[src/rilc_map.vh]
`ifndef RILC_MAP_VH
`define RILC_MAP_VH
// Operation codes and service action
`define RILC_OP_REPORT_ID 8'ha3
`define RILC_SA_REPORT_ID 5'h05
`define RILC_OP_REPORT_LUNS 8'ha0
// Command block byte positions
`define RILC_CDB_OP 4'h0
`define RILC_CDB_SA 4'h1
`define RILC_CDB_LUN_HI 4'h4
`define RILC_CDB_LUN_LO 4'h5
`define RILC_CDB_ALLOC0 4'h6
`define RILC_CDB_ALLOC1 4'h7
`define RILC_CDB_ALLOC2 4'h8
`define RILC_CDB_ALLOC3 4'h9
`define RILC_CDB_LAST 4'hb
// Parameter data layout
`define RILC_ID_HDR_BYTES 32'h00000004
`define RILC_LUN_LIST_LEN 32'h00000008
`define RILC_LUN_MIN_ALLOC 32'h00000010
`define RILC_LUN_TOTAL 32'h00000010
// Status and sense
`define RILC_ST_GOOD 8'h00
`define RILC_ST_CHECK 8'h02
`define RILC_SK_NONE 4'h0
`define RILC_SK_NOT_READY 4'h2
`define RILC_SK_ILLEGAL 4'h5
`define RILC_ASC_INV_CDB 8'h24
`define RILC_ASC_NOT_READY 8'h04
`define RILC_ASCQ_NONE 8'h00
`define RILC_ASCQ_NOT_READY 8'h00
`endif

[src/rilc_cdb_capture.v]
`timescale 1ns/100ps
`include "rilc_map.vh"
module rilc_cdb_capture (
    // Clock and reset
    input wire clk,
    input wire rst_b,
    // Command byte stream
    input wire cdb_valid,
    input wire [7:0] cdb_byte,
    input wire cdb_last,
    // Captured fields
    output reg cdb_done,
    output reg [7:0] cdb_opcode,
    output reg [4:0] cdb_sa,
    output reg [15:0] cdb_lun,
    output reg [31:0] cdb_alloc
);
    reg [3:0] idx_r;
    // =========================================
    // Field capture
    always @(posedge clk) begin
        if (!rst_b) begin
            idx_r <= 4'h0;
            cdb_done <= 1'b0;
            cdb_opcode <= 8'h00;
            cdb_sa <= 5'h00;
            cdb_lun <= 16'h0000;
            cdb_alloc <= 32'h00000000;
        end else begin
            cdb_done <= 1'b0;
            if (cdb_valid) begin
                case (idx_r)
                    `RILC_CDB_OP: cdb_opcode <= cdb_byte;
                    `RILC_CDB_SA: cdb_sa <= cdb_byte[4:0];
                    `RILC_CDB_LUN_HI: cdb_lun[15:8] <= cdb_byte;
                    `RILC_CDB_LUN_LO: cdb_lun[7:0] <= cdb_byte;
                    `RILC_CDB_ALLOC0: cdb_alloc[31:24] <= cdb_byte;
                    `RILC_CDB_ALLOC1: cdb_alloc[23:16] <= cdb_byte;
                    `RILC_CDB_ALLOC2: cdb_alloc[15:8] <= cdb_byte;
                    `RILC_CDB_ALLOC3: cdb_alloc[7:0] <= cdb_byte;
                    default: ;
                endcase
                // Last marker resyncs a short or long block
                if (cdb_last || idx_r == `RILC_CDB_LAST) begin
                    idx_r <= 4'h0;
                    cdb_done <= 1'b1;
                end else begin
                    idx_r <= idx_r + 4'h1;
                end
            end
        end
    end
endmodule

[src/rilc_id_store.v]
`timescale 1ns/100ps
`include "rilc_map.vh"
module rilc_id_store #(
    parameter ID_MAX = 64,
    parameter AW = 6
) (
    // Clock and reset
    input wire clk,
    input wire rst_b,
    // Load from a completed set-identifier command
    input wire ld_valid,
    input wire [AW-1:0] ld_addr,
    input wire [7:0] ld_byte,
    input wire ld_commit,
    input wire [31:0] ld_len,
    // Read port
    input wire [AW-1:0] rd_addr,
    output reg [7:0] rd_byte,
    output reg [31:0] id_len
);
    reg [7:0] mem_r [0:ID_MAX-1];
    integer i;
    // =========================================
    // Storage, not cleared by reset so the value persists
    always @(posedge clk) begin
        if (ld_valid)
            mem_r[ld_addr] <= ld_byte; // RL7
        rd_byte <= mem_r[rd_addr];
    end
    // Length alone resets to zero, changed only by a commit
    always @(posedge clk) begin
        if (!rst_b)
            id_len <= 32'h00000000; // RL6
        else if (ld_commit)
            id_len <= ld_len; // RL6
    end
endmodule

[src/rilc_report_cmds.v]
`timescale 1ns/100ps
`include "rilc_map.vh"
// Notes on behaviour
// RL1: Opcode a3 with service action 05 returns the device identifier data.
// RL2: Nonzero logical unit field in bytes 4-5 ends with illegal request.
// RL3: Allocation length in bytes 6-9 truncates identifier data without error.
// RL4: Identifier data is four-byte big-endian length then identifier bytes.
// RL5: Length field carries full identifier length even when data is truncated.
// RL6: Identifier length is zero until a successful set-identifier command.
// RL7: Identifier value keeps the last set value through resets; the bytes persist but reset zeroes the length until a commit.
// RL8: Every initiator on every port gets the same identifier.
// RL9: Store not ready ends identifier report at once with not ready.
// RL10: Opcode a0 returns the logical unit list, truncated to allocation length.
// RL11: Logical unit listing runs regardless of any reservation.
// RL12: Listing allocation length below 16 ends with illegal request.
// RL13: Short allocation sends as many whole entries as fit, no error.
// RL14: List is length 8, four reserved bytes, one zero eight-byte entry.
// RL15: List goes out in the data phase after command acceptance.
module rilc_report_cmds #(
    parameter ID_MAX = 64,
    parameter AW = 6
) (
    // Clock and reset
    input wire clk,
    input wire rst_b,
    // Command block bytes from the transport
    input wire cdb_valid,
    input wire [7:0] cdb_byte,
    input wire cdb_last,
    // Reservation conflict flag, ignored here
    input wire rsv_conflict,
    // Nonvolatile store state, from a pin
    input wire nv_ready_pin,
    // Identifier load from the set-identifier path
    input wire ld_valid,
    input wire [AW-1:0] ld_addr,
    input wire [7:0] ld_byte,
    input wire ld_commit,
    input wire [31:0] ld_len,
    // Data-in stream to the initiator
    output reg din_valid,
    output reg [7:0] din_byte,
    output reg din_last,
    input wire din_ready,
    // Completion
    output reg done_r,
    output reg [7:0] status_r,
    output reg [3:0] sense_key_r,
    output reg [7:0] asc_r,
    output reg [7:0] ascq_r
);
    localparam S_IDLE = 4'b0001;
    localparam S_PREP = 4'b0010;
    localparam S_SEND = 4'b0100;
    localparam S_DONE = 4'b1000;
    localparam [1:0] K_NONE = 2'b00;
    localparam [1:0] K_ID = 2'b01;
    localparam [1:0] K_LUNS = 2'b10;
    localparam [31:0] LUN_LIST_LEN = `RILC_LUN_LIST_LEN;

    wire cdb_done;
    wire [7:0] cdb_op;
    wire [4:0] cdb_sa;
    wire [15:0] cdb_lun;
    wire [31:0] cdb_alloc;
    wire [7:0] id_rd_byte;
    wire [31:0] id_len;
    reg [3:0] state_r;
    reg is_id_r;
    reg [31:0] total_r;
    reg [31:0] cnt_r;
    reg nv_meta_r;
    reg nv_sync_r;
    // Next values of the sequencer and completion registers
    reg [3:0] state_nxt;
    reg is_id_nxt;
    reg [31:0] total_nxt;
    reg [31:0] cnt_nxt;
    reg din_valid_nxt;
    reg [7:0] din_byte_nxt;
    reg din_last_nxt;
    reg done_nxt;
    reg [7:0] status_nxt;
    reg [3:0] sense_key_nxt;
    reg [7:0] asc_nxt;
    reg [7:0] ascq_nxt;
    reg refuse_nxt;
    reg [7:0] data_byte;
    wire [1:0] kind;
    wire [31:0] next_cnt;
    wire [31:0] id_off;
    wire [AW-1:0] id_addr;

    // =========================================
    // Min of two lengths, used for both commands
    function [31:0] min32;
        input [31:0] a;
        input [31:0] b;
        begin
            min32 = (a < b) ? a : b;
        end
    endfunction

    // Which of the two commands a block asks for; anything else is left alone
    function [1:0] cmd_kind;
        input [7:0] op;
        input [4:0] sa;
        begin
            cmd_kind = K_NONE;
            if (op == `RILC_OP_REPORT_ID && sa == `RILC_SA_REPORT_ID)
                cmd_kind = K_ID; // RL1
            else if (op == `RILC_OP_REPORT_LUNS)
                cmd_kind = K_LUNS; // RL10
        end
    endfunction

    // =========================================
    // Submodules
    rilc_cdb_capture u_cap (
        .clk(clk),
        .rst_b(rst_b),
        .cdb_valid(cdb_valid),
        .cdb_byte(cdb_byte),
        .cdb_last(cdb_last),
        .cdb_done(cdb_done),
        .cdb_opcode(cdb_op),
        .cdb_sa(cdb_sa),
        .cdb_lun(cdb_lun),
        .cdb_alloc(cdb_alloc)
    );

    // One store shared by all ports
    rilc_id_store #(.ID_MAX(ID_MAX), .AW(AW)) u_store ( // RL8
        .clk(clk),
        .rst_b(rst_b),
        .ld_valid(ld_valid),
        .ld_addr(ld_addr),
        .ld_byte(ld_byte),
        .ld_commit(ld_commit),
        .ld_len(ld_len),
        .rd_addr(id_addr),
        .rd_byte(id_rd_byte),
        .id_len(id_len)
    );

    // =========================================
    // Byte address into the store; one cycle ahead of the byte it feeds
    assign next_cnt = (din_valid && din_ready) ? cnt_r + 32'h1 : cnt_r;
    assign id_off = next_cnt - `RILC_ID_HDR_BYTES;
    assign id_addr = id_off[AW-1:0];
    assign kind = cmd_kind(cdb_op, cdb_sa);

    // Byte of parameter data at a given offset
    always @* begin
        data_byte = 8'h00;
        if (is_id_r) begin
            case (cnt_r)
                32'h0: data_byte = id_len[31:24]; // RL4 RL5
                32'h1: data_byte = id_len[23:16];
                32'h2: data_byte = id_len[15:8];
                32'h3: data_byte = id_len[7:0];
                default: data_byte = id_rd_byte; // RL4 RL7
            endcase
        end else begin
            // Only byte 3 is nonzero; reserved and entry bytes are zero
            if (cnt_r == 32'h3)
                data_byte = LUN_LIST_LEN[7:0]; // RL14
        end
    end

    // =========================================
    // Pin synchroniser
    always @(posedge clk) begin
        if (!rst_b) begin
            nv_meta_r <= 1'b0;
            nv_sync_r <= 1'b0;
        end else begin
            nv_meta_r <= nv_ready_pin;
            nv_sync_r <= nv_meta_r;
        end
    end

    // =========================================
    // Completion code of a decoded block
    always @* begin
        status_nxt = `RILC_ST_GOOD;
        sense_key_nxt = `RILC_SK_NONE;
        asc_nxt = 8'h00;
        ascq_nxt = `RILC_ASCQ_NONE;
        refuse_nxt = 1'b0;
        case (kind)
            K_ID: begin
                if (cdb_lun != 16'h0000) begin
                    refuse_nxt = 1'b1;
                    status_nxt = `RILC_ST_CHECK; // RL2
                    sense_key_nxt = `RILC_SK_ILLEGAL;
                    asc_nxt = `RILC_ASC_INV_CDB;
                end else if (!nv_sync_r) begin
                    // No wait for the store: fail at once
                    refuse_nxt = 1'b1;
                    status_nxt = `RILC_ST_CHECK; // RL9
                    sense_key_nxt = `RILC_SK_NOT_READY;
                    asc_nxt = `RILC_ASC_NOT_READY;
                    ascq_nxt = `RILC_ASCQ_NOT_READY;
                end
            end
            K_LUNS: begin
                // Reservations play no part in the listing
                if (cdb_alloc < `RILC_LUN_MIN_ALLOC) begin
                    refuse_nxt = 1'b1;
                    status_nxt = `RILC_ST_CHECK; // RL12
                    sense_key_nxt = `RILC_SK_ILLEGAL;
                    asc_nxt = `RILC_ASC_INV_CDB;
                end
            end
            default: refuse_nxt = 1'b0;
        endcase
    end

    // =========================================
    // Completion registers
    // Only a recognised block, refused or not, replaces them, so an ignored one leaves them standing
    always @(posedge clk) begin
        if (!rst_b) begin
            status_r <= `RILC_ST_GOOD;
            sense_key_r <= `RILC_SK_NONE;
            asc_r <= 8'h00;
            ascq_r <= `RILC_ASCQ_NONE;
        end else if (state_r == S_IDLE && cdb_done && kind != K_NONE) begin
            status_r <= status_nxt;
            sense_key_r <= sense_key_nxt;
            asc_r <= asc_nxt;
            ascq_r <= ascq_nxt;
        end
    end

    // =========================================
    // Command sequencer, next values
    always @* begin
        state_nxt = state_r;
        is_id_nxt = is_id_r;
        total_nxt = total_r;
        cnt_nxt = cnt_r;
        din_valid_nxt = din_valid;
        din_byte_nxt = din_byte;
        din_last_nxt = din_last;
        done_nxt = 1'b0;
        case (state_r)
            S_IDLE: begin
                cnt_nxt = 32'h0;
                if (cdb_done && kind != K_NONE) begin // RL11
                    is_id_nxt = (kind == K_ID);
                    state_nxt = S_DONE;
                    if (!refuse_nxt) begin
                        state_nxt = S_PREP;
                        if (kind == K_ID) begin
                            total_nxt = min32(cdb_alloc, id_len + `RILC_ID_HDR_BYTES); // RL3
                        end else begin
                            // Minimum 16 always fits the single entry
                            total_nxt = min32(cdb_alloc, `RILC_LUN_TOTAL); // RL13
                        end
                    end
                end
            end
            S_PREP: begin
                // Extra cycle lets the store read settle
                if (total_r == 32'h0) begin
                    state_nxt = S_DONE;
                end else begin
                    din_valid_nxt = 1'b1; // RL15
                    din_byte_nxt = data_byte;
                    din_last_nxt = (cnt_r == total_r - 32'h1); // RL3 RL13
                    state_nxt = S_SEND;
                end
            end
            S_SEND: begin
                if (din_ready) begin
                    din_valid_nxt = 1'b0;
                    if (din_last) begin
                        din_last_nxt = 1'b0;
                        state_nxt = S_DONE;
                    end else begin
                        cnt_nxt = cnt_r + 32'h1;
                        state_nxt = S_PREP;
                    end
                end
            end
            S_DONE: begin
                done_nxt = 1'b1;
                state_nxt = S_IDLE;
            end
            default: state_nxt = S_IDLE;
        endcase
    end

    // =========================================
    // Command sequencer registers
    always @(posedge clk) begin
        if (!rst_b) begin
            state_r <= S_IDLE;
            is_id_r <= 1'b0;
            total_r <= 32'h0;
            cnt_r <= 32'h0;
            din_valid <= 1'b0;
            din_byte <= 8'h00;
            din_last <= 1'b0;
            done_r <= 1'b0;
        end else begin
            state_r <= state_nxt;
            is_id_r <= is_id_nxt;
            total_r <= total_nxt;
            cnt_r <= cnt_nxt;
            din_valid <= din_valid_nxt;
            din_byte <= din_byte_nxt;
            din_last <= din_last_nxt;
            done_r <= done_nxt;
        end
    end

    // Reservation state is only looked at so the port is not left dangling
    wire unused_rsv = rsv_conflict; // RL11
endmodule

[config.mk]
export PLATFORM = sky130hd
export DESIGN_NAME = rilc_report_cmds
export DESIGN_NICKNAME = d
export VERILOG_FILES = /design/src/rilc_cdb_capture.v /design/src/rilc_id_store.v /design/src/rilc_report_cmds.v
export VERILOG_INCLUDE_DIRS = /design/src
export SDC_FILE = /design/constraint.sdc
export NUM_CORES = 1
export LEC_CHECK = 0
export BUFFER_PORTS_ARGS = -buffer_cell sky130_fd_sc_hd__buf_2
export CAP_MARGIN = 15
export CORE_MARGIN = 5
export CORE_UTILIZATION = 64
export CTS_BUF_LIST = sky130_fd_sc_hd__clkbuf_4 sky130_fd_sc_hd__clkbuf_8
export CTS_CLUSTER_DIAMETER = 60
export CTS_CLUSTER_SIZE = 30
export DETAILED_ROUTE_END_ITERATION = 12
export PLACE_DENSITY_LB_ADDON = 0.25
export SLEW_MARGIN = 20
export SYNTH_ARGS = -nofsm -noshare
export SYNTH_HDL_FRONTEND = slang
export SYNTH_SLANG_ARGS = --single-unit
[constraint.sdc]
create_clock -name clk -period 5.6 [get_ports clk]
set_clock_uncertainty 0.15 [all_clocks]
set_input_delay 0.84 -clock clk [delete_from_list [all_inputs] [get_ports clk]]
set_output_delay 0.84 -clock clk [all_outputs]
set_load 0.02 [all_outputs]
After elaboration in Yosys (flattened, before gate mapping)
Memory sizes are Yosys's and may differ from the RTL's. A register that Yosys moved wholly into a read port is not among the register bits.
Index checks and enable logic that the tools add are counted.

cells by class
  equal/unequal tests = 25
  bitwise logic cells = 2
  reductions and logical operators = 28
  mux-type cells = 44
  magnitude comparators = 2
  add/sub/neg operators = 5

operator list
  operator               count
  $mux 32                5
  $eq 32x2->1 const B    2
  $logic_not 32->1       2
  $pmux 32 s2            1
  $add 32x1->32 const B  1
  $add 32x3->32 const B  1
  $eq 32x1->1 const B    1
  $eq 32x32->1           1
  $lt 32x32->1           1
  $lt 32x5->1 const B    1
  $pmux 8 s4             1
  $sub 32x1->32 const B  1
  $mux 4                 7
  $reduce_and 2->1       12
  $eq 4x3->1 const B     5
  $mux 6                 3
  $eq 4x4->1 const B     4
  $eq 8x8->1 const B     2
  $reduce_bool 16->1     1
  $mux 2                 6
  $pmux 4 s3             1
  $pmux 6 s2             1
  $mux 1                 10
  $mux 3                 3
  19 further kinds       33

storage, ports and cells
  bits in writable memories = 512
  input port bits = 63
  register bits = 200
  output and inout bits = 39
  logic and storage cells = 131
  memories kept = 1

memory list
  memory         words  bits a word  read ports  clocked after memory_dff  write ports  RTL line            text
  u_store.mem_r  64     8            1           1                         1            rilc_id_store.v:21  reg [7:0] mem_r [0:ID_MAX-1];

Logic depth before layout (Yosys ltp)
  depth in word-level cells = 8
  depth in mapped cells = 16
  gate-level depth less buffers = 15

By module
Synthesis repeated with hierarchy kept, for this count alone.

unflattened totals
  cell total of the unflattened synthesis = 2248
  area, all modules = 31027.3 um^2

modules (own cells, without submodules)
  module            cells each  sequential area each (um^2)  area each (um^2)  instances
  rilc_id_store     1070        16175.5                      21431.8           1
  rilc_report_cmds  926         1701.6                       7205.7            1
  rilc_cdb_capture  252         1321.3                       2389.8            1

Worst setup path after synthesis
OpenSTA, ideal clock, no wires.

  path kind = input port to flip-flop
  from = input port din_ready
  to = register u_store.rd_byte[4] (read register of u_store.mem_r)
  arrival = 3.808 ns
  cell stages on the path = 13
  path slack = 1.523 ns
  path buffers = 6
  required time = 5.331 ns
  cell sequence = buf_2 nand3_1 xnor2_1 buf_1 buf_1 inv_1 clkbuf_1 ha_1 buf_1 clkbuf_1 mux4_2 o22ai_1 nor3_1

on the way
  cells in the longest elaborated chain, start to end = 3

RTL lines
  element                RTL line                text
  from (decl)            rilc_report_cmds.v:44   input wire din_ready,
  $logic_and 1x1->1      rilc_report_cmds.v:148  assign next_cnt = (din_valid && din_ready) ? cnt_r + 32'h1 : cnt_r;
  $mux 6                 rilc_report_cmds.v:148
  $sub 6x3->6 (no line)  --
  to (decl)              rilc_id_store.v:18      output reg [7:0] rd_byte,

Every way passes these cells.
A chain may end at the register's enable or synchronous reset.

Worst setup path after layout
  from = register u_store.id_len[4]
  to = register total_r[30]

on the way
  cells in the longest elaborated chain, start to end = 4

RTL lines
  element                    RTL line                text
  from (decl)                rilc_id_store.v:19      output reg [31:0] id_len
  from (signal assigned)     rilc_id_store.v:35      id_len <= ld_len;
  $add 32x3->32 (no line) *  --
  $lt 32x32->1               rilc_report_cmds.v:100  min32 = (a < b) ? a : b;
  $mux 32 *                  rilc_report_cmds.v:100
  $mux 32 *                  rilc_report_cmds.v:256  if (kind == K_ID) begin
  to (signal assigned)       rilc_report_cmds.v:311  total_r <= total_nxt;
  to (decl)                  rilc_report_cmds.v:70   reg [31:0] total_r;

Mark *: on every way between the ends. The rest lies on a longest branch, timed or not.

==> out/metrics.csv <==
metric,value,unit
clk_latency,0.68,ns
powerDensity,269,mW/mm2
clk_pin_slew,0.12,ns
grt_pass1_wl,107,mm
r2r_slack,1.02,ns
numCtsBuffers,42,
grt_max_degree,129,
synth_ff_type,edfxtp_1,
fin_tns_setup,0,ns
die-area,0.0525,mm2
timing.rr.end,total_r[30],
routed_wl,69.2,mm
netlist_instances,2264,
syn_area,0.0307,mm2
fp.dieW,229,um
fin_crit,4.58,ns
period_share,81.8,%
yosysWarnings,0,
finish.utilization,68.4,%
antenna_found_initial,1,
drc_errors,0,
timing_hold_violations_final,0,
rsz0062_at_grt,false,
gp_congestion,0.952,
clock-sinks,703,
grt-ovfl-total,0,
cp_data_arrival_time,4.99,ns
grt_pass1_vias,18455,
crit_start,u_store.id_len[4],
async_reset_ff_share,0,%
seq_power_share,64.6,%
max_cap_viol_count,0,
nNetsFinal,2374,
io_pins,102,
leakage,0.0110,uW
clkPwrFrac,32.2,%
ys_ff_latch,703,
initial_utilization,64.5,%
worstHoldPathType,input port to flop,
holdBufCountCts,0,
r2r_cells,14,
crit_path_start_kind,flop,
ir_drop,0.290,mV
post_cts_buffers,0,
fmax,0.218,GHz
status,finished clean,
power,8750,uW
swShare,22.3,%
antenna_left,0,
drv_slew,0,
grt_usage,26.2,%
placement.io_buffers,78,
yosysSeqAreaShare,62.5,%
cts.htree.levels,2,
max_slew_margin,31.5,%
cts_tree,done,
yosysMostFrequentCell,edfxtp_1,
synth_top_cell_by_area,edfxtp_1,
synth_edf_count,512,
rows,80,
post_cts_resized,0,
holdCritStartpoint,nv_ready_pin,
avgSynthCellArea,13.6,um2
yosysTopAreaCellShare,50.0,%
drt_iter0_drc,1755,
synth_commonest_cells,"edfxtp_1 (512), nand2_1 (272), dfxtp_1 (191), mux4_2 (136), nor2_1 (135)",
dp_hpwl,46.1,mm
vias_per_cell,6.28,
clockRootBuffer,clkbuf_8,
synth_area_leaders,"edfxtp_1 (50%), dfxtp_1 (12%), mux4_2 (10%), nand2_1 (3.3%), mux2i_1 (1.8%)",
min_delay_worst_endpoint,nv_meta_r,
die_h,229,um
hold-worst-slack,0.226,ns
worst_pin_slew,1.03,ns
dr_total_vias,18321,
rr_startpoint,u_store.id_len[4],
worstSetupPathType,flop to flop,
p_switching,1960,uW
critPathMaxFanout,32,
core_area,0.0476,mm2
worstPathRequired,6.01,ns
p_int,6800,uW
drive_above_1_share,15.8,%
num-fill-cells,3291,
clockBufferDepth,3,
combPwrFrac,3.2,%
hold_depth,2,
drtPass1Iterations,6,
synth_cell_type_count,80,
setup_viol,0,
wire_per_inst,23.7,um
endpoint_kind,flop,
syn2layout_area_growth,6.00,%
## routing by layer
layer	part of all wire, %	vias up	GRT usage [%]	wire, um
li1	-	8364	-	-
met1	39	9114	34.5	26700
met2	50	699	44.2	34800
met3	6.5	144	3.49	4520
met4	4.7	0	11.4	3280
met5	0	-	0	0
## final cells by class
type                    count  area [um2]  area share [%]
diodes                      1        2.50         0.00768
clock buffers              43         586            1.80
clock inverters            32         465            1.43
inverters                  56         210           0.645
multi-input cells        1375       10800            33.1
flip-flops and latches    703       19200            58.9
well taps                 615         769            2.36
repair buffers             91         556            1.71
## flip-flops by register name, indices dropped and copies added (netlist names), 2 cells and up
| register | flops |
|---|---|
| u_cap.cdb_opcode | 8 |
| u_store.mem_r | 512 |
| cnt_r | 32 |
| total_r | 32 |
| u_cap.cdb_lun | 16 |
| u_store.rd_byte | 8 |
| din_byte | 8 |
| state_r | 4 |
| u_store.id_len | 32 |
| u_cap.cdb_alloc | 32 |
| u_cap.idx_r | 4 |
| sense_key_r | 2 |
| u_cap.cdb_sa | 5 |
## kinds of logic after synthesis
family | count (synthesis) | synth area share (%)
other | 1 | 0.0122
adder cells (fa/ha/maj) | 42 | 1.71
AO/OA/AOI/OAI | 249 | 5.40
AND/OR/NAND/NOR | 739 | 11.7
buffers and inverters | 207 | 2.96
multiplexers | 220 | 12.8
XOR/XNOR | 103 | 2.94
flip-flops | 703 | 62.5
## power groups by stage
stage | combinational (uW) | clock (uW) | sequential (uW)
2_1_floorplan | 160 | 0 | 5750
3_3_place_gp | 264 | 0 | 5770
3_5_place_dp | 276 | 0 | 5770
4_1_cts | 276 | 2870 | 5650
5_1_grt | 306 | 3090 | 5660
6_report | 281 | 2820 | 5650
## worst max-delay path, cell delays in order, from the launching register on
cell and delay, ns:
dfxtp_1 0.48, and4_1 0.23, and3_1 0.23, and3_1 0.26, nor2b_1 0.36, nand2_1 0.11
xor2_1 0.22, ha_1 0.30, a2111oi_0 0.48, o21ai_0 0.20, a221oi_1 0.56, o31ai_4 0.08
buf_4 0.29, mux2_2 0.35, o21ai_0 0.16
## per-stage QoR
step,instance area [um2],cells,setup WS [ns]
3_5_place_dp,31500,2839,1.02
6_report,32600,2916,1.02
2_1_floorplan,30800,2285,1.52
5_1_grt,32600,2916,0.697
4_1_cts,32500,2914,0.963
3_3_place_gp,31500,2839,1.26
## how the worst max path moves through the flow
stage | endpoint | slack, ns | cells past startpoint
6_report | total_r[30] | 1.02 | 14
5_1_grt | total_r[31] | 0.70 | 14
4_1_cts | total_r[30] | 0.96 | 14
3_5_place_dp | total_r[30] | 1.02 | 14
3_3_place_gp | total_r[29] | 1.26 | 14
2_1_floorplan | u_store.rd_byte[4] | 1.52 | 13
## layout by cell type, fill, tap and decap left out, drive strengths merged, types with 60 or more instances in the layout
master and count:
nand3 79, mux4 136, inv 71, o21ai 61, edfxtp 512, nand2 272
nor2 136, buf 91, xor2 60, nor2b 72, dfxtp 191
(Power assumes the default switching activity.)
